<file path="config.mk">
export PLATFORM = sky130hd
export DESIGN_NAME = mcb_bridge
export DESIGN_NICKNAME = d
export VERILOG_FILES = /design/src/mcb_bridge.v /design/src/mcb_cfg_fabric.v
export VERILOG_INCLUDE_DIRS = /design/src
export SDC_FILE = /design/constraint.sdc
export NUM_CORES = 1
export LEC_CHECK = 0
export BUFFER_PORTS_ARGS = -buffer_cell sky130_fd_sc_hd__buf_4
export CORE_AREA = 3 3 253 255
export DETAILED_ROUTE_END_ITERATION = 10
export DIE_AREA = 0 0 256 258
export GPL_TIMING_DRIVEN = 0
export PLACE_DENSITY = 0.64
export SYNTH_ARGS = -nofsm -noshare
export SYNTH_HDL_FRONTEND = slang
export SYNTH_SLANG_ARGS = --single-unit
</file>
<file path="constraint.sdc">
create_clock -name clk -period 2.11 [get_ports clk]
set_input_delay 0.211 -clock clk [delete_from_list [all_inputs] [get_ports clk]]
set_output_delay 0.211 -clock clk [all_outputs]
set_load 0.02 [all_outputs]
</file>
<file path="src/mcb_consts.vh">
// constants of the maintenance configuration access bridge
`ifndef MCB_CONSTS_VH
`define MCB_CONSTS_VH

// ---------------------------------------------------------------
// link request kinds
// ---------------------------------------------------------------
`define MCB_KIND_MRD      3'h0
`define MCB_KIND_MWR      3'h1
`define MCB_KIND_NREAD    3'h2
`define MCB_KIND_NWRITE   3'h3
`define MCB_KIND_NWRITE_R 3'h4

// ---------------------------------------------------------------
// link response kinds
// ---------------------------------------------------------------
`define MCB_RSP_READ      1'h0
`define MCB_RSP_WRITE     1'h1

// ---------------------------------------------------------------
// sizes, status, address fields
// ---------------------------------------------------------------
`define MCB_SIZE_WORD     8'h03
`define MCB_RESP_OKAY     2'h0
`define MCB_RESP_SLVERR   2'h2
`define MCB_HOP_MSB       31
`define MCB_HOP_LSB       24
`define MCB_OFF_MSB       23
`define MCB_WORD_LSB      2

// ---------------------------------------------------------------
// fabric decode windows (offset ranges, inclusive)
// ---------------------------------------------------------------
`define MCB_PHY_LO        24'h000100
`define MCB_PHY_HI        24'h0003ff
`define MCB_BUF_LO        24'h000400
`define MCB_BUF_HI        24'h0007ff
`define MCB_SEL_LOG       2'h0
`define MCB_SEL_BUF       2'h1
`define MCB_SEL_PHY       2'h2

// ---------------------------------------------------------------
// base_device_identifier register
// ---------------------------------------------------------------
`define MCB_BASE_DEVICE_ID_OFF 24'h000060
`define MCB_BASE_DEVICE_ID_RST 32'h00000000

`endif

</file>
<file path="src/mcb_bridge.v">
// maintenance configuration access bridge
//
// Notes on behaviour
// [RULE1] window hit by ordinary access is maintenance
// [RULE2] remote write to fabric, then status response
// [RULE3] remote read gets one response with status and data
// [RULE4] fabric sends each access to exactly one slave
// [RULE5] slave performs access, answers status and data
// [RULE6] fabric returns slave status and data
// [RULE7] response built from request fields; data only on good reads
// [RULE8] window hit by other than nread, nwrite, nwrite_r gets error
// [RULE9] errored write leaves registers unchanged
// [RULE10] size other than one word gets error
// [RULE11] local port: one read, one write outstanding
// [RULE12] user logic puts 24-bit offset on low address bits
// [RULE13] user logic zeroes top address byte for local space
// [RULE14] two low address bits ignored; word addressing only
// [RULE15] user logic gives address with valid, full write word
// [RULE16] accepted local request issued once fabric free
// [RULE17] local outcome on matching response channel
// [RULE18] nonzero top byte sends access remote with hop count byte-1
// [RULE19] reserved or read-only accesses end without error
// [RULE20] okay maps to done status, any other code to error
`include "mcb_consts.vh"

module mcb_bridge (
  input  wire        clk,            // system clock
  input  wire        resetn,         // sync reset, active low
  input  wire [9:0]  local_config_base_window, // xamsbs and top byte
  output reg  [31:0] base_device_identifier,   // snooped register copy
  input  wire        req_valid,      // link request present
  output reg         req_ready,      // link request taken
  input  wire [2:0]  req_kind,       // packet kind
  input  wire [7:0]  req_size,       // bytes minus one
  input  wire [1:0]  req_xamsbs,     // extended address bits
  input  wire [31:0] req_addr,       // address or offset
  input  wire [31:0] req_wdata,      // write data word
  input  wire [7:0]  req_tid,        // transaction id
  input  wire [15:0] req_srcid,      // requester id
  output reg         rsp_valid,      // link response present
  input  wire        rsp_ready,      // link response taken
  output reg         rsp_kind,       // read or write response
  output reg         rsp_error,      // error status
  output reg         rsp_has_data,   // data word attached
  output reg  [31:0] rsp_data,       // read data
  output reg  [7:0]  rsp_tid,        // echoed id
  output reg  [15:0] rsp_dstid,      // requester id
  input  wire        maint_awvalid,  // local write address
  output reg         maint_awready,
  input  wire [31:0] maint_awaddr,
  input  wire        maint_wvalid,   // local write data
  output reg         maint_wready,
  input  wire [31:0] maint_wdata,
  output reg         maint_bvalid,   // local write response
  input  wire        maint_bready,
  output reg  [1:0]  maint_bresp,
  input  wire        maint_arvalid,  // local read address
  output reg         maint_arready,
  input  wire [31:0] maint_araddr,
  output reg         maint_rvalid,   // local read response
  input  wire        maint_rready,
  output reg  [31:0] maint_rdata,
  output reg  [1:0]  maint_rresp,
  output reg         rmt_valid,      // remote request out
  input  wire        rmt_ready,
  output reg         rmt_write,
  output reg  [7:0]  rmt_hop,
  output reg  [23:0] rmt_offset,
  output reg  [31:0] rmt_wdata,
  input  wire        rmt_rsp_valid,  // remote response in
  output reg         rmt_rsp_ready,
  input  wire        rmt_rsp_error,
  input  wire [31:0] rmt_rsp_data,
  output wire [23:0] cfg_addr,       // fabric slave ports
  output wire [31:0] cfg_wdata,
  output wire [2:0]  cfg_awvalid,
  input  wire [2:0]  cfg_awready,
  output wire [2:0]  cfg_wvalid,
  input  wire [2:0]  cfg_wready,
  input  wire [2:0]  cfg_bvalid,
  output wire [2:0]  cfg_bready,
  input  wire [5:0]  cfg_bresp,
  output wire [2:0]  cfg_arvalid,
  input  wire [2:0]  cfg_arready,
  input  wire [2:0]  cfg_rvalid,
  output wire [2:0]  cfg_rready,
  input  wire [95:0] cfg_rdata,
  input  wire [5:0]  cfg_rresp
);

  localparam S_IDLE = 3'h0;
  localparam S_FAB  = 3'h1;
  localparam S_RMT  = 3'h2;
  localparam S_LINK = 3'h3;
  localparam SRC_LINK = 2'h0;
  localparam SRC_LWR  = 2'h1;
  localparam SRC_LRD  = 2'h2;

  reg  [2:0]  st;
  reg  [1:0]  src;
  reg         go;
  reg         go_write;
  reg  [23:0] go_addr;
  reg  [31:0] go_wdata;
  wire        done;
  wire [1:0]  done_resp;
  wire [31:0] done_rdata;

  // ---------------------------------------------------------------
  // captured requests
  // ---------------------------------------------------------------
  reg         link_got;
  reg  [2:0]  l_kind;
  reg  [7:0]  l_size;
  reg  [9:0]  l_top;
  reg  [23:0] l_off;
  reg  [31:0] l_wdata;
  reg         aw_got;
  reg         w_got;
  reg         ar_got;
  reg         wr_taken;
  reg         rd_taken;
  reg  [31:0] aw_addr;
  reg  [31:0] w_data;
  reg  [31:0] ar_addr;

  wire req_acc  = req_valid & req_ready;
  wire aw_acc   = maint_awvalid & maint_awready;
  wire w_acc    = maint_wvalid & maint_wready;
  wire ar_acc   = maint_arvalid & maint_arready;
  wire wr_clear = maint_bvalid & maint_bready;
  wire rd_clear = maint_rvalid & maint_rready;

  // ---------------------------------------------------------------
  // link request classification
  // ---------------------------------------------------------------
  wire l_maint = (l_kind == `MCB_KIND_MRD) || (l_kind == `MCB_KIND_MWR);
  wire l_io    = (l_kind == `MCB_KIND_NREAD) ||
                 (l_kind == `MCB_KIND_NWRITE) ||
                 (l_kind == `MCB_KIND_NWRITE_R);
  wire l_read  = (l_kind == `MCB_KIND_MRD) || (l_kind == `MCB_KIND_NREAD);
  // [RULE1] window compare
  wire l_hit   = !l_maint && (l_top == local_config_base_window);
  // [RULE8] [RULE10] unsupported kind or size
  wire l_bad   = (l_hit && !l_io) || (l_size != `MCB_SIZE_WORD);
  wire l_quiet = (l_kind == `MCB_KIND_NWRITE);
  wire [7:0] aw_hop = aw_addr[`MCB_HOP_MSB:`MCB_HOP_LSB];
  wire [7:0] ar_hop = ar_addr[`MCB_HOP_MSB:`MCB_HOP_LSB];
  wire       fab_ok = (done_resp == `MCB_RESP_OKAY);

  mcb_cfg_fabric u_fabric (
    .clk         (clk),
    .resetn      (resetn),
    .go          (go),
    .go_write    (go_write),
    .go_addr     (go_addr),
    .go_wdata    (go_wdata),
    .done        (done),
    .done_resp   (done_resp),
    .done_rdata  (done_rdata),
    .cfg_addr    (cfg_addr),
    .cfg_wdata   (cfg_wdata),
    .cfg_awvalid (cfg_awvalid),
    .cfg_awready (cfg_awready),
    .cfg_wvalid  (cfg_wvalid),
    .cfg_wready  (cfg_wready),
    .cfg_bvalid  (cfg_bvalid),
    .cfg_bready  (cfg_bready),
    .cfg_bresp   (cfg_bresp),
    .cfg_arvalid (cfg_arvalid),
    .cfg_arready (cfg_arready),
    .cfg_rvalid  (cfg_rvalid),
    .cfg_rready  (cfg_rready),
    .cfg_rdata   (cfg_rdata),
    .cfg_rresp   (cfg_rresp)
  );

  // ---------------------------------------------------------------
  // channel acceptance
  // ---------------------------------------------------------------
  always @(posedge clk) begin
    if (!resetn) begin
      req_ready     <= 1'b0;
      maint_awready <= 1'b0;
      maint_wready  <= 1'b0;
      maint_arready <= 1'b0;
      l_kind        <= `MCB_KIND_MRD;
      l_size        <= 8'h00;
      l_top         <= 10'h000;
      l_off         <= 24'h000000;
      l_wdata       <= 32'h00000000;
      rsp_tid       <= 8'h00;
      rsp_dstid     <= 16'h0000;
      aw_addr       <= 32'h00000000;
      w_data        <= 32'h00000000;
      ar_addr       <= 32'h00000000;
    end else begin
      req_ready <= !(link_got || req_acc);
      // [RULE11] one write and one read in flight
      maint_awready <= !((aw_got || aw_acc) && !wr_clear);
      maint_wready  <= !((w_got || w_acc) && !wr_clear);
      maint_arready <= !((ar_got || ar_acc) && !rd_clear);
      if (req_acc) begin
        l_kind    <= req_kind;
        l_size    <= req_size;
        l_top     <= {req_xamsbs, req_addr[`MCB_HOP_MSB:`MCB_HOP_LSB]};
        l_off     <= req_addr[`MCB_OFF_MSB:0];
        l_wdata   <= req_wdata;
        rsp_tid   <= req_tid;
        rsp_dstid <= req_srcid;
      end
      if (aw_acc) begin
        aw_addr <= maint_awaddr;
      end
      if (w_acc) begin
        w_data <= maint_wdata;
      end
      if (ar_acc) begin
        ar_addr <= maint_araddr;
      end
    end
  end

  // ---------------------------------------------------------------
  // issue sequencer
  // ---------------------------------------------------------------
  always @(posedge clk) begin
    if (!resetn) begin
      st            <= S_IDLE;
      src           <= SRC_LINK;
      go            <= 1'b0;
      go_write      <= 1'b0;
      go_addr       <= 24'h000000;
      go_wdata      <= 32'h00000000;
      link_got      <= 1'b0;
      aw_got        <= 1'b0;
      w_got         <= 1'b0;
      ar_got        <= 1'b0;
      wr_taken      <= 1'b0;
      rd_taken      <= 1'b0;
      rsp_valid     <= 1'b0;
      rsp_kind      <= `MCB_RSP_READ;
      rsp_error     <= 1'b0;
      rsp_has_data  <= 1'b0;
      rsp_data      <= 32'h00000000;
      maint_bvalid  <= 1'b0;
      maint_bresp   <= `MCB_RESP_OKAY;
      maint_rvalid  <= 1'b0;
      maint_rdata   <= 32'h00000000;
      maint_rresp   <= `MCB_RESP_OKAY;
      rmt_valid     <= 1'b0;
      rmt_write     <= 1'b0;
      rmt_hop       <= 8'h00;
      rmt_offset    <= 24'h000000;
      rmt_wdata     <= 32'h00000000;
      rmt_rsp_ready <= 1'b0;
      base_device_identifier <= `MCB_BASE_DEVICE_ID_RST;
    end else begin
      go <= 1'b0;
      if (req_acc) begin
        link_got <= 1'b1;
      end
      if (aw_acc) begin
        aw_got <= 1'b1;
      end
      if (w_acc) begin
        w_got <= 1'b1;
      end
      if (ar_acc) begin
        ar_got <= 1'b1;
      end
      if (wr_clear) begin
        maint_bvalid <= 1'b0;
        aw_got       <= 1'b0;
        w_got        <= 1'b0;
        wr_taken     <= 1'b0;
      end
      if (rd_clear) begin
        maint_rvalid <= 1'b0;
        ar_got       <= 1'b0;
        rd_taken     <= 1'b0;
      end
      case (st)
        S_IDLE: begin
          if (link_got) begin
            src          <= SRC_LINK;
            rsp_kind     <= l_read ? `MCB_RSP_READ : `MCB_RSP_WRITE;
            rsp_has_data <= 1'b0;
            rsp_data     <= 32'h00000000;
            if (!l_maint && !l_hit) begin
              link_got <= 1'b0;
            end else if (l_bad) begin
              // [RULE9] errored write dropped, no access
              rsp_error <= 1'b1;
              rsp_valid <= 1'b1;
              st        <= S_LINK;
            end else begin
              // [RULE2] [RULE3] [RULE14] word access issued
              go       <= 1'b1;
              go_write <= !l_read;
              go_addr  <= {l_off[`MCB_OFF_MSB:`MCB_WORD_LSB], 2'b00};
              go_wdata <= l_wdata;
              st       <= S_FAB;
            end
          end else if (aw_got && w_got && !wr_taken) begin
            // [RULE16] held write goes out when fabric free
            wr_taken <= 1'b1;
            src      <= SRC_LWR;
            if (aw_hop == 8'h00) begin
              go       <= 1'b1;
              go_write <= 1'b1;
              go_addr  <= {aw_addr[`MCB_OFF_MSB:`MCB_WORD_LSB], 2'b00};
              go_wdata <= w_data;
              st       <= S_FAB;
            end else begin
              // [RULE18] remote with hop minus one
              rmt_valid  <= 1'b1;
              rmt_write  <= 1'b1;
              rmt_hop    <= aw_hop - 8'h01;
              rmt_offset <= {aw_addr[`MCB_OFF_MSB:`MCB_WORD_LSB], 2'b00};
              rmt_wdata  <= w_data;
              st         <= S_RMT;
            end
          end else if (ar_got && !rd_taken) begin
            rd_taken <= 1'b1;
            src      <= SRC_LRD;
            if (ar_hop == 8'h00) begin
              go       <= 1'b1;
              go_write <= 1'b0;
              go_addr  <= {ar_addr[`MCB_OFF_MSB:`MCB_WORD_LSB], 2'b00};
              st       <= S_FAB;
            end else begin
              rmt_valid  <= 1'b1;
              rmt_write  <= 1'b0;
              rmt_hop    <= ar_hop - 8'h01;
              rmt_offset <= {ar_addr[`MCB_OFF_MSB:`MCB_WORD_LSB], 2'b00};
              rmt_wdata  <= 32'h00000000;
              st         <= S_RMT;
            end
          end
        end
        S_FAB: begin
          if (done) begin
            // [RULE19] slave code passed as is
            if (go_write && fab_ok &&
                go_addr == `MCB_BASE_DEVICE_ID_OFF) begin
              base_device_identifier <= go_wdata;
            end
            if (src == SRC_LINK) begin
              // [RULE7] [RULE20] status and data for good reads
              rsp_error    <= !fab_ok;
              rsp_has_data <= !go_write && fab_ok;
              rsp_data     <= (!go_write && fab_ok) ? done_rdata :
                              32'h00000000;
              if (l_quiet && fab_ok) begin
                link_got <= 1'b0;
                st       <= S_IDLE;
              end else begin
                rsp_valid <= 1'b1;
                st        <= S_LINK;
              end
            end else if (src == SRC_LWR) begin
              // [RULE17] local write answer
              maint_bvalid <= 1'b1;
              maint_bresp  <= done_resp;
              st           <= S_IDLE;
            end else begin
              maint_rvalid <= 1'b1;
              maint_rdata  <= done_rdata;
              maint_rresp  <= done_resp;
              st           <= S_IDLE;
            end
          end
        end
        S_RMT: begin
          if (rmt_valid && rmt_ready) begin
            rmt_valid     <= 1'b0;
            rmt_rsp_ready <= 1'b1;
          end
          if (rmt_rsp_ready && rmt_rsp_valid) begin
            rmt_rsp_ready <= 1'b0;
            if (src == SRC_LWR) begin
              maint_bvalid <= 1'b1;
              maint_bresp  <= rmt_rsp_error ? `MCB_RESP_SLVERR :
                              `MCB_RESP_OKAY;
            end else begin
              maint_rvalid <= 1'b1;
              maint_rdata  <= rmt_rsp_data;
              maint_rresp  <= rmt_rsp_error ? `MCB_RESP_SLVERR :
                              `MCB_RESP_OKAY;
            end
            st <= S_IDLE;
          end
        end
        S_LINK: begin
          if (rsp_ready) begin
            rsp_valid <= 1'b0;
            link_got  <= 1'b0;
            st        <= S_IDLE;
          end
        end
        default: begin
          st <= S_IDLE;
        end
      endcase
    end
  end

endmodule

</file>
<file path="src/mcb_cfg_fabric.v">
// configuration fabric: one access to one of three slaves
`include "mcb_consts.vh"

module mcb_cfg_fabric (
  input  wire        clk,          // system clock
  input  wire        resetn,       // sync reset, active low
  input  wire        go,           // start access, one cycle
  input  wire        go_write,     // access is a write
  input  wire [23:0] go_addr,      // word aligned offset
  input  wire [31:0] go_wdata,     // write data
  output reg         done,         // access finished, one cycle
  output reg  [1:0]  done_resp,    // slave response code
  output reg  [31:0] done_rdata,   // slave read data
  output reg  [23:0] cfg_addr,     // shared slave address
  output reg  [31:0] cfg_wdata,    // shared slave write data
  output reg  [2:0]  cfg_awvalid,  // per slave
  input  wire [2:0]  cfg_awready,  // per slave
  output reg  [2:0]  cfg_wvalid,   // per slave
  input  wire [2:0]  cfg_wready,   // per slave
  input  wire [2:0]  cfg_bvalid,   // per slave
  output reg  [2:0]  cfg_bready,   // per slave
  input  wire [5:0]  cfg_bresp,    // 2 bits per slave
  output reg  [2:0]  cfg_arvalid,  // per slave
  input  wire [2:0]  cfg_arready,  // per slave
  input  wire [2:0]  cfg_rvalid,   // per slave
  output reg  [2:0]  cfg_rready,   // per slave
  input  wire [95:0] cfg_rdata,    // 32 bits per slave
  input  wire [5:0]  cfg_rresp     // 2 bits per slave
);

  localparam F_IDLE = 2'h0;
  localparam F_ADDR = 2'h1;
  localparam F_RESP = 2'h2;

  reg [1:0] st;
  reg [1:0] sel;
  reg       wr;

  // ---------------------------------------------------------------
  // offset decode
  // ---------------------------------------------------------------
  // [RULE4] one slave per offset
  wire [1:0] dec = (go_addr >= `MCB_PHY_LO && go_addr <= `MCB_PHY_HI) ?
                   `MCB_SEL_PHY :
                   (go_addr >= `MCB_BUF_LO && go_addr <= `MCB_BUF_HI) ?
                   `MCB_SEL_BUF : `MCB_SEL_LOG;
  wire [2:0] oh      = 3'h1 << dec;
  wire [2:0] sel_oh  = 3'h1 << sel;
  wire [2:0] aw_left = cfg_awvalid & ~cfg_awready;
  wire [2:0] w_left  = cfg_wvalid & ~cfg_wready;
  wire [2:0] ar_left = cfg_arvalid & ~cfg_arready;

  // ---------------------------------------------------------------
  // access sequencing
  // ---------------------------------------------------------------
  always @(posedge clk) begin
    if (!resetn) begin
      st          <= F_IDLE;
      sel         <= `MCB_SEL_LOG;
      wr          <= 1'b0;
      done        <= 1'b0;
      done_resp   <= `MCB_RESP_OKAY;
      done_rdata  <= 32'h00000000;
      cfg_addr    <= 24'h000000;
      cfg_wdata   <= 32'h00000000;
      cfg_awvalid <= 3'h0;
      cfg_wvalid  <= 3'h0;
      cfg_bready  <= 3'h0;
      cfg_arvalid <= 3'h0;
      cfg_rready  <= 3'h0;
    end else begin
      done <= 1'b0;
      case (st)
        F_IDLE: begin
          if (go) begin
            sel       <= dec;
            wr        <= go_write;
            cfg_addr  <= go_addr;
            cfg_wdata <= go_wdata;
            if (go_write) begin
              cfg_awvalid <= oh;
              cfg_wvalid  <= oh;
            end else begin
              cfg_arvalid <= oh;
            end
            st <= F_ADDR;
          end
        end
        F_ADDR: begin
          cfg_awvalid <= aw_left;
          cfg_wvalid  <= w_left;
          cfg_arvalid <= ar_left;
          if (aw_left == 3'h0 && w_left == 3'h0 && ar_left == 3'h0) begin
            if (wr) begin
              cfg_bready <= sel_oh;
            end else begin
              cfg_rready <= sel_oh;
            end
            st <= F_RESP;
          end
        end
        F_RESP: begin
          // [RULE5] [RULE6] slave answer back
          if (wr && (cfg_bvalid & cfg_bready) != 3'h0) begin
            done       <= 1'b1;
            done_resp  <= cfg_bresp[{sel, 1'b0} +: 2];
            done_rdata <= 32'h00000000;
            cfg_bready <= 3'h0;
            st         <= F_IDLE;
          end else if (!wr && (cfg_rvalid & cfg_rready) != 3'h0) begin
            done       <= 1'b1;
            done_resp  <= cfg_rresp[{sel, 1'b0} +: 2];
            done_rdata <= cfg_rdata[{sel, 5'h00} +: 32];
            cfg_rready <= 3'h0;
            st         <= F_IDLE;
          end
        end
        default: begin
          st <= F_IDLE;
        end
      endcase
    end
  end

endmodule

</file>
# Yosys cells after proc, flatten, opt, wreduce, memory -nomap -nowiden
# Index checks and enable logic that the tools add are counted.
[totals] register_bits=554 in_bits=374 word_cells=390 output_inout_bits=272
[op_classes] reduce_logical=95 add_sub_neg=2 n_bitwise=16 n_mux=164 shifts=5 eq_ne=48 n_lt_le_gt_ge=4
[ops] operator="two-way mux 32 bit" n=20
[ops] operator="two-way mux 24 bit" n=11
[ops] operator="one-hot mux 32 bit (2 select lines)" n=2
[ops] operator="indexed part select 96 x 8 -> 32 bit" n=1
[ops] operator="two-way mux 1 bit" n=67
[ops] operator="two-way mux 3 bit" n=19
[ops] operator="two-way mux 2 bit" n=25
[ops] operator="inequality test 2 bit, second input constant" n=23
[ops] operator="two-way mux 8 bit" n=4
[ops] operator="one-hot mux 3 bit (2 select lines)" n=5
[ops] operator="AND reduction 6 bit" n=5
[ops] operator="== test 24 x 7 -> 1 bit, second input constant" n=1
[ops] operator="greater-or-equal comparator 24 x 11 -> 1 bit, second input constant" n=1
[ops] operator="greater-or-equal comparator 24 x 9 -> 1 bit, second input constant" n=1
[ops] operator="less-or-equal comparator 24 x 10 -> 1 bit, second input constant" n=1
[ops] operator="less-or-equal comparator 24 x 11 -> 1 bit, second input constant" n=1
[ops] operator="logical AND 1 bit" n=21
[ops] operator="AND reduction 5 bit" n=4
[ops] operator="nonzero test 2 bit" n=10
[ops] operator="logical NOT 8 bit" n=2
[ops] operator="subtractor 8 x 1 -> 8 bit, second input constant" n=2
[ops] operator="bitwise AND 3 bit" n=5
[ops] operator="logical NOT 1 bit" n=15
[ops] operator="logical NOT 3 bit" n=5
[ops] operator="30 further kinds" n=83

# Logic depth before layout (Yosys ltp)
# Gate-level depths: netlist of run 1.
[depth] depth_word=10 mapped_depth=10 mapped_depth_nobuf=8

# Modules after synthesis
# From an unflattened synthesis of run 1, not the netlist that was laid out.
[hier_totals] hier_cells=2574 hier_area_um2=21486.9
[modules_own_cells] module="mcb_bridge" area_per_inst_um2=16693.5 seq_area_each_um2=8648.3 cells_per_inst=1965 n_inst=1
[modules_own_cells] module="mcb_cfg_fabric" area_per_inst_um2=4793.3 seq_area_each_um2=2222.1 cells_per_inst=609 n_inst=1

# Worst setup path after synthesis of run 1
# OpenSTA, ideal clock, no wires.
[synth_timing] path_kind="register -> register" start="register wr_taken" end="register rmt_hop[6]" setup_time_ps=132 synth_period_minus_slack_ps=2238 n_path_buf=2 arrival_ps=2106 setup_slack_ps=-128 stages_incl_launch_ff=10 t_required_ps=1978 cell_sequence="dfxtp_1 > nand3b_1 > clkbuf_1 > buf_1 > mux2i_1 > ha_1 > o221ai_1 > xor2_1 > nand2_1 > a21oi_1"
[synth_via] elab_chain_cells=4 word_cells_on_any_way=7 classes_between="eq/ne (2); mux (1); reduce/logical (4)"
[synth_lines] item="start: declaration" line="mcb_bridge.v:121" rtl="reg wr_taken;"
[synth_lines] item="start signal: assignment" line="mcb_bridge.v:239" rtl="wr_taken <= 1'b0;"
[synth_lines] item="start signal: assignment" line="mcb_bridge.v:276" rtl="wr_taken <= 1'b0;"
[synth_lines] item="start signal: assignment" line="mcb_bridge.v:307" rtl="wr_taken <= 1'b1;"
[synth_lines] item="logical NOT 1 bit (*)" line="mcb_bridge.v:305" rtl="end else if (aw_got && w_got && !wr_taken) begin"
[synth_lines] item="logical AND 1 bit (*)" line="mcb_bridge.v:305"
[synth_lines] item="inequality test 2 bit (no line) or nonzero test 2 bit (tied branches)"
[synth_lines] item="AND reduction 5 bit (no line)"
[synth_lines] item="end signal: assignment" line="mcb_bridge.v:319" rtl="rmt_hop <= aw_hop - 8'h01;"
[synth_lines] item="end signal: assignment" line="mcb_bridge.v:335" rtl="rmt_hop <= ar_hop - 8'h01;"
[synth_lines] item="end: declaration" line="mcb_bridge.v:67" rtl="output reg [7:0] rmt_hop,"
# Mark *: on every way between the ends. The rest lies on a longest branch, timed or not.
# A chain may end at the register's enable or synchronous reset.

# Worst setup path in the final report of run 1
[layout_timing] start="register go_addr[13]" end="register base_device_identifier[14]"
[layout_via] elab_chain_cells=3
[layout_lines] item="start: declaration" line="mcb_bridge.v:103" rtl="reg [23:0] go_addr;"
[layout_lines] item="start signal: assignment" line="mcb_bridge.v:301" rtl="go_addr <= {l_off[`MCB_OFF_MSB:`MCB_WORD_LSB], 2'b00};"
[layout_lines] item="start signal: assignment" line="mcb_bridge.v:312" rtl="go_addr <= {aw_addr[`MCB_OFF_MSB:`MCB_WORD_LSB], 2'b00};"
[layout_lines] item="start signal: assignment" line="mcb_bridge.v:330" rtl="go_addr <= {ar_addr[`MCB_OFF_MSB:`MCB_WORD_LSB], 2'b00};"
[layout_lines] item="== test 24 x 7 -> 1 bit (no line)"
[layout_lines] item="logical AND 1 bit (no line)"
[layout_lines] item="AND reduction 3 bit (no line)"
[layout_lines] item="end signal: assignment" line="mcb_bridge.v:257" rtl="base_device_identifier <= `MCB_BASE_DEVICE_ID_RST;"
[layout_lines] item="end signal: assignment" line="mcb_bridge.v:347" rtl="base_device_identifier <= go_wdata;"
[layout_lines] item="end: declaration" line="mcb_bridge.v:30" rtl="output reg [31:0] base_device_identifier,"
# Every way passes these cells.

==> metrics.md, run 1 <==
| Metric | Value |
|---|---|
| Final Wtd Congestion | `0.8815` |
| Area of the die | `66,050 um^2` |
| Clk_skew | `0.02499 ns` |
| Largest net degree at the start of global routing | `16` |
| Vias in the first global route | `21,600` |
| Worst Setup Path Type | `register to register` |
| DR pass1 iterations | `5` |
| Tot Pwr | `26.08 mW` |
| CP Launch Type | `register` |
| Post-DR vias/cell | `5.077` |
| P_leak | `13.20 nW` |
| TNS Setup | `-3.048 ns` |
| Layout cells sized above 1 | `27.57%` |
| Synth Instances | `2,502` |
| Peak supply drop | `0.6226 mV` |
| Yosys reg bits | `541` |
| Setup WS pre-CTS | `-1.085 ns` |
| Final setup fails | `57` |
| DR vias | `22,330` |
| Max Buffers Root-to-Sink | `3` |
| CORE AREA | `61,830 um^2` |
| CP Capture Type | `register` |
| Worst-skew pair later-pin latency | `0.62 ns` |
| Max frequency | `451.8 MHz` |
| Die Height | `258 um` |
| Outcome | `finished, violations left` |
| DRT iter0 DRCs | `1,622` |
| DRC | `0` |
| Failing checks | `setup timing` |
| CP arrival | `2.69 ns` |
| Finished layout cell area | `33,060 um^2` |
| Final setup margin | `-0.1034 ns` |
| Top fanout value on the critical path | `5` |
| Slew @ Worst Pin | `1.198 ns` |
| Register area share after synthesis | `51.20%` |
| Comb pwr share | `17.6%` |
| Sequential power share | `41.7%` |
| Hold Crit Class | `input pin to register` |
| Drt wl/cell | `21.51 um` |
| Synthesized area per cell | `8.455 um^2` |
| Commonest non-fill, non-tap cell in the layout | `buf_4` |
| First-pass GRT wire length | `137.2 mm` |
| I/O pin total | `646` |
| Final ANT Viol Nets | `0` |
| Distinct cells, synth | `66` |
| DIE WIDTH | `256 um` |
| Htree depth | `2` |
| Area of the multi-input gates | `10,130 um^2` |
| Placed instance area | `26,990 um^2` |
| CTS tree | `built` |
| Synth Warn # | `0` |
| Worst-path clk slew | `0.06 ns` |
| Root Buffer | `clkbuf_16` |
| Endpoints failing hold | `0` |
| Period utilization | `104.9%` |
| CTS Sinks | `541` |
| Crit path required time | `2.59 ns` |
| Final wirelength | `94.61 mm` |
| Post-DP HPWL | `69.60 mm` |
| Max Cap Viol | `0` |
| FFs w/ async S/R, synth | `0%` |
| Switch share | `27.92%` |
| Number of synthesized flops with an enable pin | `0` |
| Clock Power Share | `40.7%` |
| Cell internal pwr | `18.80 mW` |
| Rows | `91` |
| Final Net Count | `3,884` |
| Register Area | `10,860 um^2` |
| Grt ovf | `0` |
| Final Max Tran Viols | `0` |
| P&R area growth vs syn | `56.29%` |
| NetSw | `7.282 mW` |
| Port buffer count | `635` |
| Num CTS Buffers | `58` |
| Cell area power density | `788.8 nW/um^2` |
| Cell Area, Synth | `21,150 um^2` |
| Initial antenna violation count | `15` |
| Initial Utilization | `34.22%` |
| Relative slew slack | `20.13%` |
| Post-route minimum period | `2.213 ns` |
| Commonest non-fill, non-tap cells in the layout | `684 x buf_4, 586 x nand2_1, 527 x dfxtp_1` |
| Dominant synthesized flop cell | `dfxtp_1` |
| Filler instances | `5,758` |
| RSZ-0062 raised after global routing | `true` |
| Global Route Usage Sum | `27.13%` |
state kept, by name, summed over array words and instances, names as in the netlist, 8 cells and up:
register / cells
base_device_identifier: 32
go_wdata: 32
l_wdata: 32
maint_rdata: 32
rmt_wdata: 32
rsp_data: 32
u_fabric.cfg_wdata: 32
u_fabric.done_rdata: 32
w_data: 32
ar_addr: 30
aw_addr: 30
go_addr: 22
l_off: 22
rmt_offset: 22
u_fabric.cfg_addr: 22
rsp_dstid: 16
l_top: 10
l_size: 8
rmt_hop: 8
rsp_tid: 8
critical path, cell delays in order, from the launching register on:
cell     delay (ns)
dfxtp_2        0.34
or4_4          0.53
nor3_4         0.21
nand3_4        0.13
nor4_4         0.22
buf_12         0.17
buf_12         0.11
buf_12         0.13
mux2i_1        0.18
nor2_1         0.05
layer usage:
| metal | vias to the layer above | GRT usage (%) | routed length [um] | share of wire [%] |
|---|---|---|---|---|
| li1 | 10640 | - | - | - |
| met1 | 10670 | 34.07 | 39320 | 42 |
| met2 | 832 | 46.31 | 45530 | 48 |
| met3 | 181 | 5.335 | 6225 | 6.6 |
| met4 | 8 | 9.899 | 3482 | 3.7 |
| met5 | - | 0 | 49 | 0.052 |
synth_stat cells (9+ instances only):
master | n | area (um^2)
nand2_1 | 589 | 2211
dfxtp_1 | 541 | 10830
a21oi_1 | 276 | 1381
nor2_1 | 248 | 930.9
clkbuf_1 | 160 | 600.6
mux2i_1 | 141 | 1411
a22oi_1 | 97 | 728.2
a211oi_1 | 57 | 427.9
o21ai_0 | 53 | 265.3
o21a_1 | 34 | 255.2
nand3_1 | 32 | 160.2
o221a_1 | 32 | 360.4
buf_1 | 26 | 97.59
o211ai_1 | 25 | 187.7
o21ai_1 | 24 | 120.1
nor3_1 | 20 | 100.1
inv_1 | 13 | 48.80
nand2b_1 | 12 | 75.07
xnor2_1 | 10 | 87.58
nor4_1 | 9 | 56.30
path summary, 6_finish.rpt:
kind,start,end,slack [ns],cells after the start
max,go_addr[13],base_device_identifier[14],-0.10,9
min,cfg_rdata[56],u_fabric.done_rdata[24],0.05,5
max reg2reg,go_addr[13],base_device_identifier[14],-0.10,9
min reg2reg,l_wdata[0],l_wdata[0],0.45,2
power by group through the flow:
stage	Clock (mW)	Combinational (mW)	Sequential, mW
global placement	0	3.59	11.0
CTS	10.8	4.36	10.8
global route	11.2	4.90	10.9
finish	10.6	4.59	10.9
detailed placement	0	3.61	11.1
floorplan	0	1.83	11.1
repair_timing:
item,CTS,global route
hold endpoints to repair,262,1
gates resized for setup,161,164
hold buffers,257,1
endpoints found under the setup margin,413,283
setup buffers,38,13
pin swaps,15,34
gates cloned,5,1
cells by family (layout without fill, tap and decap cells):
group / Yosys count / after routing / share of synthesized area, %
buffers and inverters: 215 / 1261 / 4.028
muxes: 142 / 142 / 6.725
DFF: 541 / 541 / 51.20
xor gates and xnor gates: 15 / 15 / 0.6210
and+or+nand+nor: 950 / 950 / 18.15
adders and majority gates: 5 / 5 / 0.2957
other: 1 / 15 / 0.01773
AOI/OAI and AO/OA: 633 / 633 / 18.97
cell type report:
class                      count  area share, %
sequential                   541          32.83
multi-input combinational   1749          30.65
timing repair buffer         948          23.94
clock buffer                  87          5.177
buffer                       191          3.183
tap                          837          3.168
clock inverter                19         0.7834
inverter                      16         0.1817
antenna                       11        0.08326
per-stage QoR:
stage / instances / util (%) / hold WS (ns)
after global routing: 4395 / 53.46 / 0.03486
final: 4399 / 53.48 / 0.04546
after floorplan: 2505 / - / 0.3470
after CTS: 4377 / 52.59 / 0.004189
after detailed placement: 3977 / 43.65 / 0.4464
after global placement: 3977 / 43.64 / 0.4411
(Power assumes the default switching activity.)
==> run 2: changes to the inputs <==
--- a/config.mk
+++ b/config.mk
@@ -12,6 +12,7 @@
 export DIE_AREA = 0 0 256 258
 export GPL_TIMING_DRIVEN = 0
 export PLACE_DENSITY = 0.64
+export SKIP_LAST_GASP = 1
 export SYNTH_ARGS = -nofsm -noshare
 export SYNTH_HDL_FRONTEND = slang
 export SYNTH_SLANG_ARGS = --single-unit
==> run 2 against run 1 <==
Compared with the run above: the run still ends with setup timing left; final cell count increased by 0.14%; critical path depth unchanged; routed wire length about the same; power increased by 0.11%; critical endpoint is now base_device_identifier[13]; largest power group unchanged.
==> metrics.md, run 2 (synthesis results as in run 1) <==
| Metric | Value |
|---|---|
| CORE AREA | `61,830 um^2 (unchanged)` |
| Finished Core Util | `53.59% (+0.12 points)` |
| P&R area growth vs syn | `56.63%` |
| CP arrival | `2.69 ns (about the same)` |
| CTS Sinks | `541 (unchanged)` |
| Root Buffer | `clkbuf_16` |
| Initial antenna violation count | `14 (-1)` |
| Post-DP HPWL | `69.60 mm (unchanged)` |
| P_leak | `13.24 nW (+0.32%)` |
| Final setup fails | `100 (+75%)` |
| Switch share | `27.84% (-0.078 points)` |
| Endpoints failing hold | `0 (unchanged)` |
| CP peak stage delay | `0.54 ns (about the same)` |
| Grt ovf | `0 (unchanged)` |
| Worst-skew pair later-pin latency | `0.63 ns (about the same)` |
| Reg2reg path depth | `9 (unchanged)` |
| Max stage delay cell, worst path | `or4_4` |
| Final wirelength | `94.67 mm (about the same)` |
| Clk_skew | `0.02913 ns (+0.004147 ns)` |
| Largest net degree at the start of global routing | `16 (unchanged)` |
| Commonest non-fill, non-tap cells in the layout | `693 x buf_4, 585 x nand2_1, 525 x dfxtp_1` |
| Commonest non-fill, non-tap cell in the layout | `buf_4` |
| DR pass1 iterations | `7 (+2)` |
| DRT iter0 DRCs | `1,677 (+3.4%)` |
| Drt wl/cell | `21.49 um (about the same)` |
| Peak supply drop | `0.6233 mV (+0.13%)` |
| DIE WIDTH | `256 um (unchanged)` |
| Num CTS Buffers | `58 (unchanged)` |
| Failing checks | `setup timing` |
| Initial Utilization | `34.22% (unchanged)` |
| Area of the die | `66,050 um^2 (unchanged)` |
| Critical path cell sequence | `or4_4, nor3_4, nand3_4, nor4_4, buf_12, buf_12, buf_12, mux2i_1, nor2_1` |
| First-pass GRT wire length | `137.2 mm (about the same)` |
| Rows | `91 (unchanged)` |
| CP Capture Type | `register` |
| CP Launch Type | `register` |
| Period utilization | `104.6% (-0.26 points)` |
| Relative slew slack | `23.67% (+3.5 points)` |
| Final Max Tran Viols | `0 (unchanged)` |
| Comb pwr share | `17.8% (+0.2 points)` |
| Vias in the first global route | `21,620 (+0.051%)` |
| Final ANT Viol Nets | `0 (unchanged)` |
| Placed instance area | `26,990 um^2 (unchanged)` |
| R2r setup slk | `-0.1 ns (about the same)` |
| Layout cells sized above 1 | `27.54% (about the same)` |
| Area of the multi-input gates | `10,120 um^2 (-0.11%)` |
| DR vias | `22,420 (+0.36%)` |
| Clock Power Share | `40.6% (about the same)` |
| NetSw | `7.269 mW (-0.17%)` |
| Hold slack | `0.04381 ns (-0.001650 ns)` |
| Worst-path clk slew | `0.06 ns (about the same)` |
| Cell internal pwr | `18.84 mW (+0.22%)` |
| Finished layout cell area | `33,130 um^2 (+0.22%)` |
| Register Area | `10,860 um^2 (about the same)` |
| Top fanout value on the critical path | `5 (unchanged)` |
| Max Cap Viol | `0 (unchanged)` |
| Global Route Usage Sum | `27.12% (about the same)` |
| Die Height | `258 um (unchanged)` |
| Final Net Count | `3,891 (+0.18%)` |
| Post-route minimum period | `2.208 ns (-0.005450 ns)` |
| Hold depth | `5 (unchanged)` |
| Cell area power density | `788.0 nW/um^2 (-0.11%)` |
| Slew @ Worst Pin | `1.145 ns (-0.05299 ns)` |
| CTS tree | `built` |
| TNS Setup | `-5.136 ns (-2.087 ns)` |
| Max Buffers Root-to-Sink | `3 (unchanged)` |
| Crit path required time | `2.59 ns (about the same)` |
| DRC | `0 (unchanged)` |
| Final Wtd Congestion | `0.8815 (unchanged)` |
| Final setup margin | `-0.09799 ns (+0.005450 ns)` |
| Final std cells w/o fill | `4,405 (+0.14%)` |
| Filler instances | `5,744 (-0.24%)` |
| Max frequency | `452.9 MHz (+0.25%)` |
| RSZ-0062 raised after global routing | `true` |
| Htree depth | `2 (unchanged)` |
| Post-DR vias/cell | `5.089 (+0.23%)` |
| Sequential power share | `41.6% (about the same)` |
| Outcome | `finished, violations left` |
| Port buffer count | `635 (unchanged)` |
| Hold Crit Class | `input pin to register` |
| Worst path most repeated cell | `buf_12` |
| Post-placement cell count | `3,977 (unchanged)` |
| I/O pin total | `646 (unchanged)` |
| Worst Setup Path Type | `register to register` |
-- run 2: cell types whose count changed in the layout (fill, tap and decap cells not counted), sizes merged --
cell,delta
buf,+14
clkbuf,-7
diode,-1
-- run 2: final cells by class --
| type | instances | share of cell area, % |
|---|---|---|
| Antenna cell | 10 | 0.07552 |
| Buffer | 191 | 3.251 |
| Clock buffer | 87 | 5.166 |
| Clock inverter | 19 | 0.7817 |
| Inverter | 16 | 0.1813 |
| Multi-Input combinational cell | 1749 | 30.55 |
| Sequential cell | 541 | 32.78 |
| Tap cell | 837 | 3.161 |
| Timing Repair Buffer | 955 | 24.06 |
-- run 2: worst paths after layout --
check / from / end
worst max-delay path: go_addr[14] / base_device_identifier[13]
worst min-delay path: cfg_rdata[56] / u_fabric.done_rdata[24]
worst max register to register: go_addr[14] / base_device_identifier[13]
worst min register to register: l_wdata[0] / l_wdata[0]
-- run 2: routing by layer --
layer	vias to the layer above	GRT usage (%)	part of all wire, %
li1	10650	-	-
met1	10690	34.08	41
met2	886	46.24	48
met3	183	5.315	6.8
met4	8	9.994	3.6
met5	-	0	0.052
-- run 2: metrics by stage --
stage,power (mW),setup WS (ns)
global route,27.03,-0.2262
floorplan,12.94,0.01406
finish,26.11,-0.09799
global placement,14.64,-1.190
detailed placement,14.67,-1.085
CTS,25.94,-0.1240
-- run 2: power by group through the flow --
stage / registers, mW / clock network, mW / logic (mW)
3_3_place_gp: 11.0 / 0 / 3.59
2_1_floorplan: 11.1 / 0 / 1.83
3_5_place_dp: 11.1 / 0 / 3.61
5_1_grt: 10.9 / 11.2 / 4.95
4_1_cts: 10.8 / 10.8 / 4.34
6_report: 10.9 / 10.6 / 4.65
-- run 2: what timing repair did --
| item | in CTS | in global routing |
|---|---|---|
| pin swaps | 15 | 31 |
| endpoints found under the setup margin | 413 | 291 |
| endpoints found under the hold margin | 262 | 1 |
| buffers inserted | 38 | 20 |
| gates resized for setup | 154 | 181 |
| hold buffers | 257 | 1 |
| gates cloned | 5 | 1 |
-- run 2: worst max-delay path, delay by kind of cell, from the launching register on --
family / cells / cell delay, ns
multiplexers: 1 / 0.18
flip-flops: 1 / 0.32
AND/OR/NAND/NOR: 5 / 1.15
buffers and inverters: 3 / 0.41
==> run 3: changes to the inputs <==
--- a/config.mk
+++ b/config.mk
@@ -6,12 +6,13 @@
 export SDC_FILE = /design/constraint.sdc
 export NUM_CORES = 1
 export LEC_CHECK = 0
+export ABC_AREA = 1
 export BUFFER_PORTS_ARGS = -buffer_cell sky130_fd_sc_hd__buf_4
-export CORE_AREA = 3 3 253 255
+export CORE_AREA = 3 3 252 254
 export DETAILED_ROUTE_END_ITERATION = 10
-export DIE_AREA = 0 0 256 258
+export DIE_AREA = 0 0 255 257
 export GPL_TIMING_DRIVEN = 0
-export PLACE_DENSITY = 0.64
+export PLACE_DENSITY = 0.65
 export SKIP_LAST_GASP = 1
 export SYNTH_ARGS = -nofsm -noshare
 export SYNTH_HDL_FRONTEND = slang
==> run 3 against run 2 <==
Compared with the run above: the flow now finishes without violations; count of clock-buffer cells in the layout down 2; utilization fell by 1.0 points; synthesized cell count grew 18%; power is 17% higher; area after synthesis increased by 1.6%; non-clock buffer count is 25 lower; die area is 0.78% lower; sequential power grew 8%; fmax increased by 7.9%; clock skew down 0.0046 ns; sequential share of layout area increased by 0.74 points; largest cell class unchanged; highest routed layer unchanged.
==> metrics.md, run 3 <==
| Metric | Value |
|---|---|
| Clk_skew | `0.02451 ns (-0.004623 ns)` |
| Port buffer count | `634 (-0.16%)` |
| Setup WS pre-CTS | `-0.8641 ns (+0.2211 ns)` |
| Dominant synthesized flop cell | `dfxtp_1` |
| FFs w/ async S/R, synth | `0% (unchanged)` |
| CP arrival | `2.58 ns (-0.11 ns)` |
| Top fanout value on the critical path | `10 (+5)` |
| Endpoints failing hold | `0 (unchanged)` |
| Post-DP HPWL | `75.29 mm (+8.2%)` |
| Worst Setup Path Type | `input pin to register` |
| Register Area | `10,840 um^2 (-0.23%)` |
| Final wirelength | `98.70 mm (+4.3%)` |
| Placed instance area | `27,260 um^2 (+1.0%)` |
| Reg-to-Reg Start | `u_fabric.sel[1]` |
| Period utilization | `97.01% (-7.6 points)` |
| Htree depth | `2 (unchanged)` |
| Num CTS Buffers | `58 (unchanged)` |
| Die Height | `257 um (-0.39%)` |
| Relative slew slack | `31.11% (+7.4 points)` |
| Number of synthesized flops with an enable pin | `0 (unchanged)` |
| Layout cells sized above 1 | `21.79% (-5.8 points)` |
| Slew @ Worst Pin | `1.033 ns (-0.1117 ns)` |
| CTS tree | `built` |
| Top post-synthesis cells by area | `dfxtp_1 50%, nand2_1 11%, o21ai_0 9.7%` |
| DRT iter0 DRCs | `1,755 (+4.7%)` |
| CTS Sinks | `541 (unchanged)` |
| Max Cap Viol | `0 (unchanged)` |
| Peak supply drop | `0.6330 mV (+1.6%)` |
| Grt ovf | `0 (unchanged)` |
| Worst-path clk slew | `0.06 ns (about the same)` |
| Final setup margin | `0.06318 ns (+0.1612 ns)` |
| Synthesized area per cell | `7.297 um^2 (-14%)` |
| First-pass GRT wire length | `142.3 mm (+3.8%)` |
| Filler instances | `5,938 (+3.4%)` |
| Distinct cells, synth | `38 (-42%)` |
| Final ANT Viol Nets | `0 (unchanged)` |
| Hold depth | `5 (unchanged)` |
| Synth top area share | `50.38% (-0.82 points)` |
| Synth Warn # | `0 (unchanged)` |
| Global Route Usage Sum | `28.92% (+1.8 points)` |
| Cell Area, Synth | `21,500 um^2 (+1.6%)` |
| Root Buffer | `clkbuf_16` |
| Commonest non-fill, non-tap cells in the layout | `658 x buf_4, 607 x nand2_1, 537 x dfxtp_1` |
| Finished Core Util | `52.58% (-1.0 points)` |
| Tot Pwr | `30.67 mW (+17%)` |
| Initial antenna violation count | `8 (-6)` |
| DIE WIDTH | `255 um (-0.39%)` |
| Post-DR vias/cell | `4.988 (-2.0%)` |
| Register area share after synthesis | `50.38% (-0.82 points)` |
| Final Net Count | `4,307 (+11%)` |
| Initial Utilization | `34.97% (+0.75 points)` |
| Post-route minimum period | `2.047 ns (-0.1612 ns)` |
| DR vias | `23,800 (+6.2%)` |
| Dominant cell type by area after synthesis | `dfxtp_1` |
| P&R area growth vs syn | `50.37%` |
| Hold worst-path end | `u_fabric.done_rdata[23]` |
| P_leak | `14.20 nW (+7.2%)` |
| R2r setup slk | `0.07 ns (+0.17 ns)` |
| Vias in the first global route | `23,270 (+7.7%)` |
| CORE AREA | `61,480 um^2 (-0.55%)` |
| Final Wtd Congestion | `0.9432 (+7.0%)` |
| Rows | `91 (unchanged)` |
| Outcome | `completed` |
| Largest net degree at the start of global routing | `16 (unchanged)` |
| Finished layout cell area | `32,330 um^2 (-2.4%)` |
| DR pass1 iterations | `7 (unchanged)` |
| RSZ-0062 raised after global routing | `true` |
| CP Capture Type | `register` |
| Reg2reg path depth | `7 (-2)` |
| Area of the die | `65,540 um^2 (-0.78%)` |
| Hold Crit Start | `cfg_rdata[23]` |
| Synth Instances | `2,946 (+18%)` |
| DRC | `0 (unchanged)` |
| Max frequency | `488.6 MHz (+7.9%)` |
| Worst-skew pair later-pin latency | `0.62 ns (about the same)` |
| Yosys reg bits | `541 (unchanged)` |
| Most frequent cell after synthesis | `nand2_1` |
| Cell area power density | `948.8 nW/um^2 (+20%)` |
| Final setup fails | `0 (-100%)` |
| Max Buffers Root-to-Sink | `3 (unchanged)` |
| I/O pin total | `646 (unchanged)` |
| Post-synth top cells | `612 x nand2_1, 541 x dfxtp_1, 471 x nor2_1` |
| FF-to-FF End | `u_fabric.done_rdata[25]` |
| Hold Crit Class | `input pin to register` |
| Final Max Tran Viols | `0 (unchanged)` |
| Commonest non-fill, non-tap cell in the layout | `buf_4` |
| Area of the multi-input gates | `9188 um^2 (-9.2%)` |
| CP Launch Type | `input pin` |
| Drt wl/cell | `20.68 um (-3.8%)` |
| Crit path required time | `2.65 ns (+0.06 ns)` |
[run 3: cell type report]
class | instances | share of cell area [%]
Tap cell | 790 | 3.058
Clock buffer | 85 | 5.144
Timing Repair Buffer | 921 | 23.64
Clock inverter | 22 | 0.8128
Buffer | 200 | 3.046
Antenna cell | 7 | 0.05419
Sequential cell | 541 | 33.52
Inverter | 194 | 2.307
Multi-Input combinational cell | 2012 | 28.42
[run 3: metrics by stage]
stage,hold WS (ns),setup TNS [ns],instances
2_1_floorplan,0.3741,0,2949
3_3_place_gp,0.4406,-112.40,4373
6_report,0.03116,0,4772
4_1_cts,0.0007345,-0.009411,4761
5_1_grt,0.02559,-0.06565,4770
3_5_place_dp,0.4461,-120.78,4373
[run 3: worst max path at each step]
stage / from / to / depth (start not counted)
finish: resetn / l_wdata[19] / 5
global route: st[0] / st[0] / 9
CTS: w_got / go_addr[18] / 11
detailed placement: resetn / rsp_tid[2] / 5
global placement: resetn / rsp_tid[2] / 5
floorplan: st[0] / rsp_data[31] / 12
[run 3: cells by family (layout without fill, tap and decap cells)]
group / Yosys count / count (layout) / synth area share (%)
AO/OA/AOI/OAI: 815 / 815 / 20.00
XOR/XNOR: 8 / 8 / 0.3259
flip-flops: 541 / 541 / 50.38
adder cells (fa/ha/maj): 5 / 5 / 0.2910
other: 1 / 11 / 0.01744
buffers and inverters: 396 / 1422 / 7.508
AND/OR/NAND/NOR: 1180 / 1180 / 21.48
[run 3: timing repair]
item,4_1_cts,5_1_grt
gates resized for setup,48,81
pin swaps,9,10
cloned,0,2
hold endpoints to repair,265,0
setup endpoints to repair,374,252
setup buffers,11,2
hold buffers,272,0
[run 3: critical path, stage by stage]
cell and delay [ns]:
clkbuf_1 0.40, clkbuf_1 0.83, clkbuf_1 0.72, o21ai_0 0.26, nor2_1 0.14
[run 3: metal layers]
metal | vias up | part of all wire (%) | track usage (%)
li1 | 11580 | - | -
met1 | 11120 | 43 | 36.92
met2 | 894 | 46 | 47.72
met3 | 212 | 6.6 | 5.225
met4 | 2 | 4.7 | 12.61
met5 | - | 0.0071 | 0
[run 3: report_power, final]
group	leakage [nW]	switching [mW]	internal, mW
clock	0.947	4.33	6.07
combinational	8.85	5.33	3.10
sequential	4.41	0.600	11.2
total	14.2	10.3	20.4
